==> src/asp_regs.svh <==
// register offsets, field positions, reset values and timing counts of the serial port
// assumes a 100 MHz system clock and a 4-bit word-aligned register address
`ifndef ASP_REGS_SVH
`define ASP_REGS_SVH

`define ASP_ADDR_CTRL       4'h0
`define ASP_ADDR_STATUS     4'h4
`define ASP_ADDR_RESULT     4'h8

`define ASP_CTRL_ENABLE     0
`define ASP_CTRL_DIV_LO     1
`define ASP_CTRL_DIV_HI     2
`define ASP_CTRL_RESET      3'h1

`define ASP_STAT_FRAME      0
`define ASP_STAT_EXT        1
`define ASP_STAT_SERIAL     2
`define ASP_STAT_READ_MODE  3
`define ASP_STAT_LVL_LO     4
`define ASP_STAT_LVL_HI     7

`define ASP_WORD_BITS       5'h10
`define ASP_FIFO_DEPTH      8
`define ASP_FIFO_LVL_W      4
`define ASP_SCLK_HALF_BASE  8'h02

`endif

==> src/asp_pkg.sv <==
// types shared by the serial port modules
// assumes asp_regs.svh is on the include path
package asp_pkg;

   typedef enum logic [2:0] {
      ASP_ST_IDLE  = 3'b001,
      ASP_ST_SHIFT = 3'b010,
      ASP_ST_HOLD  = 3'b100
   } asp_state_t;

   typedef logic [15:0] asp_word_t;

endpackage

==> src/asp_fifo_if.sv <==
// valid/ready stream between the serial port and its result buffer
// assumes one clock domain; the producer drives valid and data
`timescale 1ns/10ps
interface asp_fifo_if #(
   parameter int WIDTH = 16
);
   logic             valid;
   logic             ready;
   logic [WIDTH-1:0] data;

   modport sink   (input valid, input data, output ready);
   modport source (output valid, output data, input ready);
endinterface

==> src/asp_fifo.sv <==
// result buffer: width and depth set the storage, valid/ready on both sides
// assumes depth is a power of two; ready on the fill side is a flip-flop
`timescale 1ns/10ps
module asp_fifo #(
   parameter int WIDTH = 16,
   parameter int DEPTH = 8
) (
   input  wire logic  sys_clk_i,
   input  wire logic  reset_n_i,
   asp_fifo_if.sink   push_if,
   asp_fifo_if.source pop_if
);
   localparam int AW = $clog2(DEPTH);

   logic [WIDTH-1:0] mem_reg [DEPTH];
   logic [AW-1:0]    wr_ptr_reg;
   logic [AW-1:0]    rd_ptr_reg;
   logic [AW:0]      count_reg;
   logic [AW:0]      count_next;
   logic             full_reg;
   wire              push_ok = push_if.valid & ~full_reg;
   wire              pop_ok  = pop_if.ready & (count_reg != '0);

   assign count_next    = count_reg + {{AW{1'b0}}, push_ok} - {{AW{1'b0}}, pop_ok};
   assign push_if.ready = ~full_reg;
   assign pop_if.valid  = (count_reg != '0);
   assign pop_if.data   = mem_reg[rd_ptr_reg];

   always_ff @(posedge sys_clk_i) begin
      if (push_ok) begin
         mem_reg[wr_ptr_reg] <= push_if.data;
      end
   end

   always_ff @(posedge sys_clk_i or negedge reset_n_i) begin
      if (!reset_n_i) begin
         wr_ptr_reg <= '0;
         rd_ptr_reg <= '0;
         count_reg  <= '0;
         full_reg   <= 1'b0;
      end else begin
         wr_ptr_reg <= wr_ptr_reg + AW'(push_ok);
         rd_ptr_reg <= rd_ptr_reg + AW'(pop_ok);
         count_reg  <= count_next;
         full_reg   <= (count_next == (AW+1)'(DEPTH));
      end
   end
endmodule

==> src/asp_serial_port.sv <==
// serial output port of a 16-bit converter: pin sharing, clocking, framing, chaining
// assumes all pins synchronous to sys_clk_i and a host keeping configuration static
`timescale 1ns/10ps
`include "asp_regs.svh"
module asp_serial_port import asp_pkg::*; (
   input  wire logic        sys_clk_i,
   input  wire logic        reset_n_i,
   input  wire logic [3:0]  reg_addr_i,
   input  wire logic [31:0] reg_wdata_i,
   input  wire logic        reg_wr_i,
   input  wire logic        reg_rd_i,
   output logic      [31:0] reg_rdata_o,
   input  wire logic        port_kind_select_i,
   input  wire logic [3:0]  shared_pad_i,
   output logic      [3:0]  shared_pad_o,
   output logic      [3:0]  shared_pad_oe_o,
   input  wire logic        conv_busy_i,
   input  wire logic        result_valid_i,
   input  wire logic [15:0] result_data_i,
   output logic             result_ready_o,
   input  wire logic        read_req_i,
   input  wire logic        sclk_pad_i,
   output logic             sclk_pad_o,
   output logic             sclk_pad_oe_o,
   output logic             serial_result_out_o,
   output logic             frame_marker_o
);

   function automatic logic hit(input logic [3:0] addr, input logic [3:0] offs);
      hit = (addr == offs);
   endfunction

   asp_fifo_if #(.WIDTH(16)) in_if ();
   asp_fifo_if #(.WIDTH(16)) out_if ();

   asp_state_t  state_reg;
   asp_state_t  state_next;
   logic [2:0]  ctrl_reg;
   logic        ext_reg;
   logic        pol_reg;
   logic        inv_reg;
   logic        rdm_reg;
   logic        chain_reg;
   logic        busy_d_reg;
   logic        req_d_reg;
   logic        sclk_d_reg;
   logic        ck_reg;
   logic [7:0]  div_cnt_reg;
   logic [4:0]  bit_cnt_reg;
   asp_word_t   sr_reg;
   asp_word_t   last_reg;
   logic [3:0]  lvl_reg;
   logic [31:0] rdata_reg;
   logic        sdo_reg;
   logic        sync_reg;
   logic        sclk_o_reg;
   logic        sclk_oe_reg;
   logic [3:0]  pad_o_reg;
   logic [3:0]  pad_oe_reg;

   // decode and selection
   wire        serial_mode = port_kind_select_i;
   wire        enabled     = ctrl_reg[`ASP_CTRL_ENABLE];
   wire        idle        = (state_reg == ASP_ST_IDLE);
   wire        shifting    = (state_reg == ASP_ST_SHIFT);
   wire        int_rac     = ~ext_reg & ~rdm_reg;
   wire [1:0]  div_eff     = int_rac ? ctrl_reg[`ASP_CTRL_DIV_HI:`ASP_CTRL_DIV_LO]
                                     : 2'h0;
   wire [7:0]  half_per    = `ASP_SCLK_HALF_BASE << div_eff;
   wire        div_wrap    = (div_cnt_reg == half_per - 8'h01);
   wire        int_rise    = shifting & div_wrap & ~ck_reg;
   wire        sclk_eff    = sclk_pad_i ^ inv_reg;
   wire        ext_rise    = shifting & sclk_eff & ~sclk_d_reg;
   wire        tick        = ext_reg ? ext_rise : int_rise;
   wire        req_rise    = read_req_i & ~req_d_reg;
   wire        busy_rise   = conv_busy_i & ~busy_d_reg;
   wire        start_ext   = ext_reg & req_rise;
   wire        start_dur   = ~ext_reg & rdm_reg & busy_rise;
   wire        start_aft   = int_rac & ~conv_busy_i;
   wire        start       = serial_mode & enabled & idle & out_if.valid
                             & (start_ext | start_dur | start_aft);
   wire        par_pop     = ~serial_mode & enabled & req_rise & out_if.valid;
   wire        last_bit    = ~ext_reg & tick & (bit_cnt_reg == `ASP_WORD_BITS - 5'h01);
   wire        ck_next     = (shifting & div_wrap & ~ext_reg) ? ~ck_reg
                             : (idle ? 1'b0 : ck_reg);
   wire [31:0] rdata_sel   = hit(reg_addr_i, `ASP_ADDR_CTRL)   ? {29'h0, ctrl_reg} :
                             hit(reg_addr_i, `ASP_ADDR_STATUS) ? {24'h0, lvl_reg, rdm_reg,
                                                                  serial_mode, ext_reg,
                                                                  shifting} :
                             hit(reg_addr_i, `ASP_ADDR_RESULT) ? {16'h0, last_reg} :
                                                                 32'h0;

   assign in_if.valid     = result_valid_i;
   assign in_if.data      = result_data_i;
   assign out_if.ready    = start | par_pop;
   assign result_ready_o  = in_if.ready;

   asp_fifo #(
      .WIDTH (16),
      .DEPTH (`ASP_FIFO_DEPTH)
   ) u_fifo (
      .sys_clk_i (sys_clk_i),
      .reset_n_i (reset_n_i),
      .push_if   (in_if),
      .pop_if    (out_if)
   );

   always_comb begin
      state_next = state_reg;
      case (state_reg)
         ASP_ST_IDLE: begin
            if (start) begin
               state_next = ASP_ST_SHIFT;
            end
         end
         ASP_ST_SHIFT: begin
            if (ext_reg & ~read_req_i) begin
               state_next = ASP_ST_IDLE;
            end else if (last_bit) begin
               state_next = ASP_ST_HOLD;
            end
         end
         ASP_ST_HOLD: begin
            // wait for the conversion to end; while conv_busy_i stays low the next frame follows at once; in read-during mode (rdm_reg) leave at once
            if (~conv_busy_i | rdm_reg) begin
               state_next = ASP_ST_IDLE;
            end
         end
         default: begin
            state_next = ASP_ST_IDLE;
         end
      endcase
   end

   // configuration is frozen during a frame; changes mid-frame would tear it
   always_ff @(posedge sys_clk_i or negedge reset_n_i) begin
      if (!reset_n_i) begin
         {ext_reg, pol_reg, inv_reg, rdm_reg} <= 4'h0;
      end else if (idle & serial_mode) begin
         {rdm_reg, inv_reg, pol_reg, ext_reg} <= shared_pad_i;
      end
   end

   always_ff @(posedge sys_clk_i or negedge reset_n_i) begin
      if (!reset_n_i) begin
         chain_reg  <= 1'b0;
         busy_d_reg <= 1'b0;
         req_d_reg  <= 1'b0;
         sclk_d_reg <= 1'b0;
         ck_reg     <= 1'b0;
         state_reg  <= ASP_ST_IDLE;
      end else begin
         chain_reg  <= shared_pad_i[3];
         busy_d_reg <= conv_busy_i;
         req_d_reg  <= read_req_i;
         sclk_d_reg <= sclk_eff;
         ck_reg     <= ck_next;
         state_reg  <= state_next;
      end
   end

   always_ff @(posedge sys_clk_i or negedge reset_n_i) begin
      if (!reset_n_i) begin
         div_cnt_reg <= 8'h00;
         bit_cnt_reg <= 5'h00;
      end else if (~shifting | div_wrap) begin
         div_cnt_reg <= 8'h00;
         bit_cnt_reg <= start ? 5'h00 : bit_cnt_reg + 5'(tick);
      end else begin
         div_cnt_reg <= div_cnt_reg + 8'h01;
         bit_cnt_reg <= bit_cnt_reg + 5'(tick);
      end
   end

   // chain data enters at the bottom and needs one full word of shifts
   always_ff @(posedge sys_clk_i or negedge reset_n_i) begin
      if (!reset_n_i) begin
         sr_reg   <= 16'h0000;
         last_reg <= 16'h0000;
      end else if (start | par_pop) begin
         sr_reg   <= out_if.data;
         last_reg <= out_if.data;
      end else if (tick) begin
         sr_reg   <= {sr_reg[14:0], ext_reg & chain_reg};
      end
   end

   always_ff @(posedge sys_clk_i or negedge reset_n_i) begin
      if (!reset_n_i) begin
         ctrl_reg <= `ASP_CTRL_RESET;
      end else if (reg_wr_i & hit(reg_addr_i, `ASP_ADDR_CTRL)) begin
         ctrl_reg <= reg_wdata_i[2:0];
      end
   end

   always_ff @(posedge sys_clk_i or negedge reset_n_i) begin
      if (!reset_n_i) begin
         lvl_reg   <= 4'h0;
         rdata_reg <= 32'h0;
      end else begin
         lvl_reg   <= lvl_reg + 4'(in_if.valid & in_if.ready)
                      - 4'(out_if.valid & out_if.ready);
         rdata_reg <= reg_rd_i ? rdata_sel : 32'h0;
      end
   end

   genvar gi;
   generate
      for (gi = 0; gi < 4; gi++) begin : g_pad
         always_ff @(posedge sys_clk_i or negedge reset_n_i) begin
            if (!reset_n_i) begin
               pad_o_reg[gi]  <= 1'b0;
               pad_oe_reg[gi] <= 1'b0;
            end else begin
               pad_o_reg[gi]  <= ~serial_mode & last_reg[4+gi];
               pad_oe_reg[gi] <= ~serial_mode;
            end
         end
      end
   endgenerate

   always_ff @(posedge sys_clk_i or negedge reset_n_i) begin
      if (!reset_n_i) begin
         sdo_reg     <= 1'b0;
         sync_reg    <= 1'b0;
         sclk_o_reg  <= 1'b0;
         sclk_oe_reg <= 1'b0;
      end else begin
         // lags the shift register by one edge, so the last bit must still be shown
         sdo_reg     <= shifting & sr_reg[15];
         sync_reg    <= serial_mode & ((shifting & ~ext_reg) ^ pol_reg);
         sclk_o_reg  <= serial_mode & ~ext_reg & (ck_next ^ inv_reg);
         sclk_oe_reg <= serial_mode & ~ext_reg;
      end
   end

   assign reg_rdata_o         = rdata_reg;
   assign shared_pad_o        = pad_o_reg;
   assign shared_pad_oe_o     = pad_oe_reg;
   assign serial_result_out_o = sdo_reg;
   assign frame_marker_o      = sync_reg;
   assign sclk_pad_o          = sclk_o_reg;
   assign sclk_pad_oe_o       = sclk_oe_reg;
endmodule
==> config.mk <==
export PLATFORM = sky130hd
export DESIGN_NAME = asp_serial_port
export DESIGN_NICKNAME = d
export VERILOG_FILES = /design/src/asp_pkg.sv /design/src/asp_fifo_if.sv /design/src/asp_fifo.sv /design/src/asp_serial_port.sv
export VERILOG_INCLUDE_DIRS = /design/src
export SDC_FILE = /design/constraint.sdc
export NUM_CORES = 1
export LEC_CHECK = 0
export BUFFER_PORTS_ARGS = -buffer_cell sky130_fd_sc_hd__buf_2
export CORE_MARGIN = 2
export CORE_UTILIZATION = 35
export CTS_CLUSTER_SIZE = 16
export DETAILED_ROUTE_END_ITERATION = 6
export HOLD_SLACK_MARGIN = 0.06
export PLACE_DENSITY = 0.63
export SLEW_MARGIN = 20
export SYNTH_ARGS = -nofsm -noshare
export SYNTH_HDL_FRONTEND = slang
export SYNTH_SLANG_ARGS = --single-unit
==> constraint.sdc <==
create_clock -name sys_clk_i -period 4.75 [get_ports sys_clk_i]
set_input_delay 0 -clock sys_clk_i [delete_from_list [all_inputs] [get_ports sys_clk_i]]
set_output_delay 0 -clock sys_clk_i [all_outputs]
set_load 0.01 [all_outputs]
# After elaboration in Yosys (flattened, before gate mapping)

Memory sizes are Yosys's and may differ from the RTL's.
Cells that the tools add are included.

Bits in writable memories: 128
Bits in registers: 100
Output and inout port bits: 45
Latch bits: 0
Memories kept: 1
Logic and storage cells: 133
Input bits: 65
Memory bits (read-only): 0

Bitwise gates (word level): 57
Shifts and indexed selects: 1
Muxes and demuxes: 20
Reduce and logical (&&, ||, !) cells: 4
Div/mod/pow operators: 0
$mul: 0
$lt $le $gt $ge: 0
Add/sub/neg operators: 9
Eq/ne operators: 11

Memory list:

| name           | depth | bits a word | read ports | clocked after Yosys merged registers in | wr ports | RTL line       | text |
|---|---|---|---|---|---|---|---|
| u_fifo.mem_reg | 8     | 16          | 1          | 0                                       | 1        | asp_fifo.sv:15 | `logic [WIDTH-1:0] mem_reg [DEPTH];` |

Operators by type and width:

| operator              | number |
|---|---|
| $mux W16              | 6 |
| $and A1 B1 Y1         | 38 |
| $mux W3               | 4 |
| $not A1 Y1            | 11 |
| $mux W5               | 2 |
| $pmux W3 S3           | 1 |
| $add A4 B1 Y4         | 2 |
| $add A8 B1 Y8 const B | 1 |
| $eq A4 B4 Y1 const B  | 2 |
| $eq A8 B8 Y1          | 1 |
| $mux W8               | 1 |
| $shl A2 B2 Y8 const A | 1 |
| $sub A4 B1 Y4         | 2 |
| $sub A8 B1 Y8 const B | 1 |
| $add A3 B1 Y3         | 2 |
| $add A5 B1 Y5         | 1 |
| $eq A5 B4 Y1 const B  | 1 |
| $mux W1               | 5 |
| $or A1 B1 Y1          | 5 |
| $eq A4 B3 Y1 const B  | 1 |
| $logic_not A4 Y1      | 1 |
| $reduce_bool A4 Y1    | 1 |
| $eq A3 B1 Y1 const B  | 1 |
| $eq A3 B2 Y1 const B  | 1 |
| other kinds (8)       | 10 |

# Longest topological paths before layout

Gate-level depths: netlist of the first run.

Depth in word-level cells: 14
Depth in mapped cells: 14
Gate-level depth less buffers: 13

# Hierarchy

From an unflattened synthesis of the first run, not the netlist that was laid out.

Cell total of the unflattened synthesis: 663
Area, all modules: 9496.6 um^2

By module, submodules not included:

| module          | cells each | instances | area each (um^2) | seq. area each (um^2) |
|---|---|---|---|---|
| asp_fifo        | 277        | 1         | 5449.0           | 4119.0 |
| asp_serial_port | 386        | 1         | 4047.6           | 2229.6 |

# Worst setup path after synthesis of the first run

OpenSTA, ideal clock, no wires.

Path kind: flip-flop to flip-flop
Start point: reg state_reg[0]
End point: reg u_fifo.full_reg
Data arrival time: 2924 ps
Clock period less this slack: 3029 ps
Data required time: 4645 ps
Setup time: 105 ps
Setup slack: 1721 ps
Stages on the path, launching flop included: 14
Path buffers: 1
Cells stage by stage: dfstp_2 -> nor2b_1 -> nor3b_4 -> nand3_1 -> a21o_1 -> inv_2 -> buf_2 -> ha_1 -> inv_1 -> ha_1 -> inv_1 -> fa_1 -> inv_1 -> nor4b_1

Longest elaborated chain between the ends: 8

Ends and longest elaborated chain:

| item                       | RTL line               | text |
|---|---|---|
| start, declared            | asp_serial_port.sv:36  | `asp_state_t state_reg;` |
| start signal, assigned     | asp_serial_port.sv:158 | `state_reg <= state_next;` |
| $eq A3 B1 Y1               | asp_serial_port.sv:64  | `wire idle = (state_reg == ASP_ST_IDLE);` |
| $and A1 B1 Y1 (2 in a row) | asp_serial_port.sv:80  | `wire start = serial_mode & enabled & idle & out_if.valid` |
| $and A1 B1 Y1              | asp_serial_port.sv:81  | `& (start_ext \| start_dur \| start_aft);` |
| $or A1 B1 Y1               | asp_serial_port.sv:95  | `assign out_if.ready = start \| par_pop;` |
| $and A1 B1 Y1              | asp_fifo.sv:22         | `wire pop_ok = pop_if.ready & (count_reg != '0);` |
| $sub A4 B1 Y4              | asp_fifo.sv:24         | `assign count_next = count_reg + {{AW{1'b0}}, push_ok} - {{AW{1'b0}}, pop_ok};` |
| net u_fifo.count_next[1]   | asp_fifo.sv:19         | `logic [AW:0] count_next;` |
| $eq A4 B4 Y1               | asp_fifo.sv:45         | `full_reg <= (count_next == (AW+1)'(DEPTH));` |
| end signal, assigned       | asp_fifo.sv:45         |  |
| end, declared              | asp_fifo.sv:20         | `logic full_reg;` |

The timed path passes the listed nets, and every way through them passes these cells.
A chain may end at the register's enable or synchronous reset.

# Worst setup path in the final report of the first run

Start point: reg state_reg[0]
End point: reg lvl_reg[3]

Longest elaborated chain between the ends: 7

Ends and longest elaborated chain:

| item                       | RTL line               | text |
|---|---|---|
| $eq A3 B1 Y1               | asp_serial_port.sv:64  |  |
| $and A1 B1 Y1 (2 in a row) | asp_serial_port.sv:80  |  |
| $and A1 B1 Y1              | asp_serial_port.sv:81  |  |
| $or A1 B1 Y1               | asp_serial_port.sv:95  |  |
| $and A1 B1 Y1              | asp_serial_port.sv:202 | `- 4'(out_if.valid & out_if.ready);` |
| $sub A4 B1 Y4              | asp_serial_port.sv:202 |  |
| end signal, assigned       | asp_serial_port.sv:201 | `lvl_reg <= lvl_reg + 4'(in_if.valid & in_if.ready)` |
| end, declared              | asp_serial_port.sv:52  | `logic [3:0] lvl_reg;` |

No other way between the ends.

==> results of run 1 <==
power by group through the flow:
stage | logic, mW | registers [mW] | clock network, mW
after global placement | 1.23 | 2.88 | 0
after global routing | 1.44 | 2.91 | 1.94
after CTS | 1.30 | 2.85 | 1.86
final | 1.27 | 2.84 | 1.81
after detailed placement | 1.26 | 2.89 | 0
after floorplan | 1.07 | 2.69 | 0
worst reg2reg max path, cell delays in order, from the launching register on:
cell	delay, ps
sky130_fd_sc_hd__dfstp_2	590
sky130_fd_sc_hd__nor2b_1	180
sky130_fd_sc_hd__nor3b_4	360
sky130_fd_sc_hd__nand3_1	180
sky130_fd_sc_hd__a21o_1	400
sky130_fd_sc_hd__inv_2	130
sky130_fd_sc_hd__buf_4	370
sky130_fd_sc_hd__ha_1	230
sky130_fd_sc_hd__inv_1	60
sky130_fd_sc_hd__ha_1	270
sky130_fd_sc_hd__a21o_1	160
sky130_fd_sc_hd__a21oi_1	170
sky130_fd_sc_hd__xnor2_1	130
worst paths after layout:
kind                                startpoint              endpoint  cells past startpoint
max in group asynchronous            reset_n_i  u_fifo.rd_ptr_reg[0]                      4
worst min register to register     last_reg[9]        reg_rdata_o[9]                      1
worst max register to register    state_reg[0]            lvl_reg[3]                     12
worst min-delay path            result_valid_i  u_fifo.wr_ptr_reg[0]                      3
min in group asynchronous            reset_n_i           ctrl_reg[0]                      3
worst max-delay path              state_reg[0]            lvl_reg[3]                     12
synth_stat cells (all sizes together) (2+ instances only):
cell and n:
o21ai 6, dfrtp 98, mux4 32, xor2 12, o21a 2, ha 16
nand2b 23, and3 19, or2 2, dfstp 2, inv 19, nor2b 11
a21o 3, edfxtp 128, nand3 9, mux2 5, a22oi 5, a21oi 24
fa 2, nor3b 3, and4b 2, o31ai 2, o2111ai 3, buf 30
nand2 28, clkbuf 8, mux2i 18, nor4 2, nor2 69, nor3 5
xnor2 6, and2 10
cell type report:
cell class,count,area [µm²],share of cell area (%)
Inverter,19,71.3,0.637
Sequential cell,228,6350,56.7
Antenna cell,2,5.00,0.0447
Clock inverter,15,144,1.28
Multi-Input combinational cell,350,2770,24.7
Tap cell,335,419,3.74
Clock buffer,28,626,5.58
Timing Repair Buffer,115,816,7.28
metal layers:
metal / wire (µm) / global-route usage (%) / vias up
li1: - / - / 2468
met3: 1020 / 2.51 / 30
met4: 365 / 3.02 / 0
met5: 0 / 0 / -
met2: 8480 / 21.7 / 152
met1: 8350 / 18.8 / 2587
stage by stage:
step / hold WS (ps) / cell area (µm²) / utilization, % / worst slack [ps]
2_1_floorplan: -296 / 9430 / - / 1720
3_3_place_gp: 30.7 / 10000 / 38.2 / 1400
3_5_place_dp: 35.2 / 10000 / 38.2 / 1380
4_1_cts: 88.7 / 11200 / 42.7 / 1380
5_1_grt: 101 / 11200 / 42.8 / 1130
6_report: 95.8 / 11200 / 42.8 / 1440
repair_timing:
item / in CTS / in global routing
hold buffers: 40 / 0
gates resized for setup: 0 / 0
endpoints found under the hold margin: 200 / 0
buffers inserted: 0 / 0
kinds of logic (layout without fill, tap and decap cells):
kind of cell               Yosys count  count (layout)  share of synthesized area (%)
DFF                                228             228                           67.7
adders and majority gates           18              18                           2.56
buffers and inverters               57             177                           3.42
other                                1              18                         0.0400
AOI/OAI and AO/OA                   52              52                           3.66
xor gates and xnor gates            18              18                           1.68
muxes                               55              55                           10.2
and+or+nand+nor                    191             191                           10.7
==> impl_metrics.csv, run 1 <==
group,metric,value,unit
logic_synthesis,syn-cell-area,9380,µm²
floorplanning,chipWidth,168,µm
placed_design,finalWeightedCongestion,0.751,
clock_network,cts_num_sinks,228,
critical_path,endpoint_kind,"register",
floorplanning,ioPinCount,110,
sta,grt_setup_unrepaired,"false",
critical_path,critical-path-max-stage-delay,590,ps
drt,drc_errors,0,
clock_network,clk_root_buffer_cell,"sky130_fd_sc_hd__clkbuf_16",
logic_synthesis,number_of_synthesized_flops_with_an_enable_pin,128,
pwr,power_switching,1.69,mW
sta,fmax,0.302,GHz
sta,max-slew-margin-rel,33.4,%
global_routing,grt_max_degree,58,
pwr,power_leakage,4.46,nW
pwr,intPower,4.23,mW
sta,worst_clock_skew,19.8,ps
placed_design,detailed_placement_wirelength_estimate,11100,µm
drt,drt_first_pass_iters,4,
logic_synthesis,cell_types_with_the_largest_area_share_after_synthesis,"sky130_fd_sc_hd__edfxtp_1 (41%), sky130_fd_sc_hd__dfrtp_1 (26%), sky130_fd_sc_hd__mux4_2 (7.7%)",
sta,min_period_over_period,69.7,%
pwr,power.density_cell_area,529,nW/µm²
critical_path,critPathTopFamily,"compound AO/OA/AOI/OAI gates",
critical_path,worst-endpoint-arrival,3740,ps
clock_network,clock_tree_from_tritoncts,"yes",
floorplanning,core_region_area,26200,µm²
sta,finalWorstPathRequiredPeriod,3310,ps
global_routing,initial_antenna_violation_count,2,
clock_network,cts_made_buffers,24,
final_layout,post_route_cells_drive_above_1_share,22.3,%
job,cap_viol_max_count,0,
final_layout,top_library_cells_by_usage_in_the_layout_fill_and_taps_aside,"sky130_fd_sc_hd__edfxtp_1 (128), sky130_fd_sc_hd__dfrtp_1 (96), sky130_fd_sc_hd__nor2_1 (69)",
logic_synthesis,postSynthRegisterBits,228,
placed_design,number_of_i_o_port_buffers,64,
pwr,ir_drop,0.298,mV
logic_synthesis,yosysUniqueCellTypes,61,
global_routing,globalRouteTotalUtil,13.4,%
sta,report.final.hold_viol_count,0,
global_routing,via_count_of_the_first_global_routing_pass,5292,
sta,maxSlewViolCount,0,
critical_path,buffers_plus_inverters_on_the_worst_setup_path,3,
drt,routed_via_density,4.80,
placed_design,dp_cells,1007,
pwr,power.switching_fraction,28.5,%
min_path,timing.hold.worst.class,"in -> reg",
logic_synthesis,seq_area_frac_synth,67.7,%
final_layout,largest_reg_flops,128,
critical_path,critical_path_cell_list,"nor2b_1 > nor3b_4 > nand3_1 > a21o_1 > inv_2 > buf_4 > ha_1 > inv_1 > ha_1 > a21o_1 > a21oi_1 > xnor2_1",
clock_network,cts-root-to-sink-buffers,3,
floorplanning,die_h,168,µm
pwr,power.clock.fraction,30.5,%
logic_synthesis,synth_largest_type_area_fraction,41.0,%
logic_synthesis,post_synth_inst_count,620,
critical_path,path_class,"reg -> reg",
floorplanning,dieArea,28100,µm²
clock_network,clk_latency,520,ps
drt,antenna_violating_nets_post_route,0,
critical_path,critical_path.startpoint_type,"register",
floorplanning,floorplan.initialDensity,35.8,%
sta,pin_slew_with_the_least_headroom_to_its_limit,999,ps
global_routing,first_pass_grt_wire_length,29500,µm
drt,postRouteWirelength,18200,µm
sta,final_setup_violating_endpoints,0,
final_layout,fillers,2348,
final_layout,final_net_count,821,
drt,drt-wirelength-per-cell,16.7,µm
final_layout,area.growth.synth_to_final,19.5,%
pwr,combPwrFrac,21.5,%
drt,initial_drt_markers,354,
critical_path,worst-path-max-fanout,36,
sta,fin_setup_tns,0,ps
critical_path,timing.critical_path.slowest_stage_cell,"sky130_fd_sc_hd__dfstp_2",
logic_synthesis,syn_avg_cell_area,15.1,µm²
logic_synthesis,synth_area_leader_cell,"sky130_fd_sc_hd__edfxtp_1",
global_routing,grt_remaining_overflow,0,
critical_path,required_time_of_the_critical_path,5180,ps
logic_synthesis,asyncSetResetFlopFracSynth,43.9,%
run_status,status,"finished clean",
drt,via_count,5237,
pwr,post-layout-total-power,5.92,mW
floorplanning,rows,59,
logic_synthesis,ys.flop_type,"sky130_fd_sc_hd__edfxtp_1",
critical_path,r2r_slack,1440,ps
clock_network,clk_transition_reported_paths,60,ps
pwr,p_seq_share,48.0,%
logic_synthesis,yosysWarningCount,0,
clock_network,htree_levels,1,
final_layout,layout.cells.most_common,"sky130_fd_sc_hd__edfxtp_1",
final_layout,stdcell_count,1092,
Power figures use the tool's default switching activity.
==> run 2: changes to the inputs <==
--- a/config.mk
+++ b/config.mk
@@ -12,7 +12,7 @@
 export CTS_CLUSTER_SIZE = 16
 export DETAILED_ROUTE_END_ITERATION = 6
 export HOLD_SLACK_MARGIN = 0.06
-export PLACE_DENSITY = 0.63
+export PLACE_DENSITY = 0.65
 export SLEW_MARGIN = 20
 export SYNTH_ARGS = -nofsm -noshare
 export SYNTH_HDL_FRONTEND = slang
==> constraint.sdc (replaced) <==
create_clock -name sys_clk_i -period 2.7 [get_ports sys_clk_i]
set_input_delay 0 -clock sys_clk_i [delete_from_list [all_inputs] [get_ports sys_clk_i]]
set_output_delay 0 -clock sys_clk_i [all_outputs]
set_load 0.01 [all_outputs]
==> impl_metrics.csv, run 2 (synthesis results as in run 1) <==
group,metric,value,unit
run_status,status,"finished clean",
critical_path,critPathTopFamily,"adder cells",
critical_path,required_time_of_the_critical_path,3100,ps
critical_path,worstReg2RegEnd,"u_fifo.full_reg",
floorplanning,dieArea,28100,µm²
global_routing,grt_remaining_overflow,0,
sta,max-slew-margin-rel,46.9,%
critical_path,critical-path-max-stage-delay,530,ps
clock_network,clk_transition_reported_paths,60,ps
floorplanning,chipWidth,168,µm
sta,worst_clock_skew,17.8,ps
clock_network,htree_levels,1,
global_routing,globalRouteTotalUtil,13.5,%
placed_design,finalWeightedCongestion,0.751,
global_routing,grt_util_met3,2.91,%
drt,postRouteWirelength,18400,µm
sta,final.setup.worst_slack,110,ps
critical_path,endpoint_kind,"register",
final_layout,top_library_cells_by_usage_in_the_layout_fill_and_taps_aside,"sky130_fd_sc_hd__edfxtp_1 (128), sky130_fd_sc_hd__dfrtp_1 (97), sky130_fd_sc_hd__nor2_1 (69)",
final_layout,largest_reg_flops,128,
sta,grt_setup_unrepaired,"true",
floorplanning,core_region_area,26200,µm²
job,cap_viol_max_count,0,
sta,fmax,0.386,GHz
placed_design,detailed_placement_wirelength_estimate,11600,µm
pwr,power_leakage,4.54,nW
final_layout,fillers,2340,
global_routing,grt_max_degree,53,
sta,pin_slew_with_the_least_headroom_to_its_limit,797,ps
global_routing,top_usage_layer,"met2",
critical_path,critical_path.startpoint_type,"register",
sta,maxSlewViolCount,0,
clock_network,cts_num_sinks,228,
drt,antenna_violating_nets_post_route,0,
pwr,combPwrFrac,24.3,%
clock_network,clk_latency,510,ps
global_routing,via_count_of_the_first_global_routing_pass,5377,
global_routing,initial_antenna_violation_count,1,
sta,report.final.hold_viol_count,0,
final_layout,stdcell_count,1108,
global_routing,use_met1,18.4,%
clock_network,clock_tree_from_tritoncts,"yes",
critical_path,timing.reg2reg.worst_path_depth,12,
pwr,power.density_cell_area,921,nW/µm²
floorplanning,rows,59,
critical_path,worst-endpoint-arrival,2990,ps
pwr,p_seq_share,46.4,%
critical_path,path_class,"reg -> reg",
final_layout,final_net_count,839,
critical_path,critical_path_cell_list,"nor2b_4 > nor3b_4 > nand3_2 > a21o_1 > inv_2 > ha_4 > inv_2 > ha_4 > inv_2 > fa_1 > inv_2 > nor4b_2",
critical_path,r2r_slack,110,ps
clock_network,clk_root_buffer_cell,"sky130_fd_sc_hd__clkbuf_16",
sta,min_period_over_period,95.9,%
global_routing,first_pass_grt_wire_length,29800,µm
global_routing,grt_use_met2,22.6,%
drt,drc_errors,0,
final_layout,post_route_cells_drive_above_1_share,24.6,%
min_path,timing.hold.worst.class,"in -> async",
placed_design,dp_cells,1025,
drt,drt-wirelength-per-cell,16.6,µm
pwr,ir_drop,0.589,mV
drt,initial_drt_markers,296,
drt,routed_via_density,4.76,
pwr,power.switching_fraction,28.4,%
final_layout,layout.cells.most_common,"sky130_fd_sc_hd__edfxtp_1",
drt,via_count,5274,
clock_network,cts_made_buffers,23,
pwr,power.clock.fraction,29.3,%
final_layout,area.growth.synth_to_final,21.0,%
critical_path,crit_path_frequent_cell,"sky130_fd_sc_hd__inv_2",
floorplanning,ioPinCount,110,
pwr,power_switching,2.97,mW
floorplanning,floorplan.initialDensity,35.8,%
placed_design,pre_cts_ws,108,ps
sta,finalWorstPathRequiredPeriod,2590,ps
critical_path,rr_startpoint,"state_reg[0]",
clock_network,cts-root-to-sink-buffers,3,
sta,final_setup_violating_endpoints,0,
placed_design,number_of_i_o_port_buffers,64,
critical_path,buffers_plus_inverters_on_the_worst_setup_path,4,
pwr,post-layout-total-power,10.5,mW
pwr,intPower,7.49,mW
drt,drt_first_pass_iters,4,
final_layout,final_core_util,43.3,%
critical_path,timing.critical_path.slowest_stage_cell,"sky130_fd_sc_hd__dfstp_2",
critical_path,worst-path-max-fanout,3,
floorplanning,die_h,168,µm
[run 2: worst register-to-register path: cells and delay by family, from the launching register on]
| kind | cells | cell delay (ps) |
|---|---|---|
| buffers and inverters | 4 | 230 |
| flip-flops | 1 | 530 |
| AND/OR/NAND/NOR | 4 | 720 |
| AO/OA/AOI/OAI | 1 | 200 |
| adder cells (fa/ha/maj) | 3 | 820 |
[run 2: worst max-delay path by stage]
stage	startpoint	end	slack, ps	cells after the start
detailed placement	state_reg[0]	u_fifo.full_reg	110	12
finish	state_reg[0]	u_fifo.full_reg	110	12
CTS	state_reg[0]	u_fifo.full_reg	70	12
global placement	state_reg[0]	u_fifo.full_reg	190	12
floorplan	state_reg[0]	u_fifo.full_reg	-120	13
global route	state_reg[0]	u_fifo.full_reg	-30	12
[run 2: timing repair]
item,4_1_cts,5_1_grt
endpoints found under the hold margin,227,0
resized for setup,0,2
buffers inserted,0,2
setup endpoints to repair,0,1
hold buffers,39,0
[run 2: final cells by class]
type / instances / area, µm² / area share (%)
Sequential cell: 228 / 6350 / 56.0
Multi-Input combinational cell: 350 / 2820 / 24.9
Timing Repair Buffer: 134 / 958 / 8.45
Clock buffer: 28 / 604 / 5.33
Tap cell: 335 / 419 / 3.69
Clock inverter: 13 / 121 / 1.07
Inverter: 19 / 71.3 / 0.629
Antenna cell: 1 / 2.50 / 0.0221
[run 2: routing by layer]
| metal | share of wire (%) | vias up | wire, µm |
|---|---|---|---|
| met5 | 0 | - | 0 |
| met4 | 1.5 | 0 | 272 |
| met3 | 5.0 | 24 | 915 |
| met2 | 48 | 131 | 8820 |
| met1 | 46 | 2635 | 8380 |
| li1 | - | 2484 | - |
[run 2: power groups by stage]
| stage | logic, mW | registers (mW) | clock network [mW] |
|---|---|---|---|
| floorplan | 1.93 | 4.74 | 0 |
| global placement | 2.45 | 4.91 | 0 |
| detailed placement | 2.50 | 4.93 | 0 |
| CTS | 2.57 | 4.86 | 3.14 |
| global route | 2.87 | 4.94 | 3.29 |
| finish | 2.54 | 4.85 | 3.06 |
[run 2: stage by stage]
stage               hold WS, ps  cell area [µm²]  TNS [ps]
floorplan                  -296             9480      -121
global placement           80.3            10200         0
detailed placement         85.9            10200         0
CTS                        93.6            11300         0
global route                147            11300     -32.1
finish                     83.2            11300         0
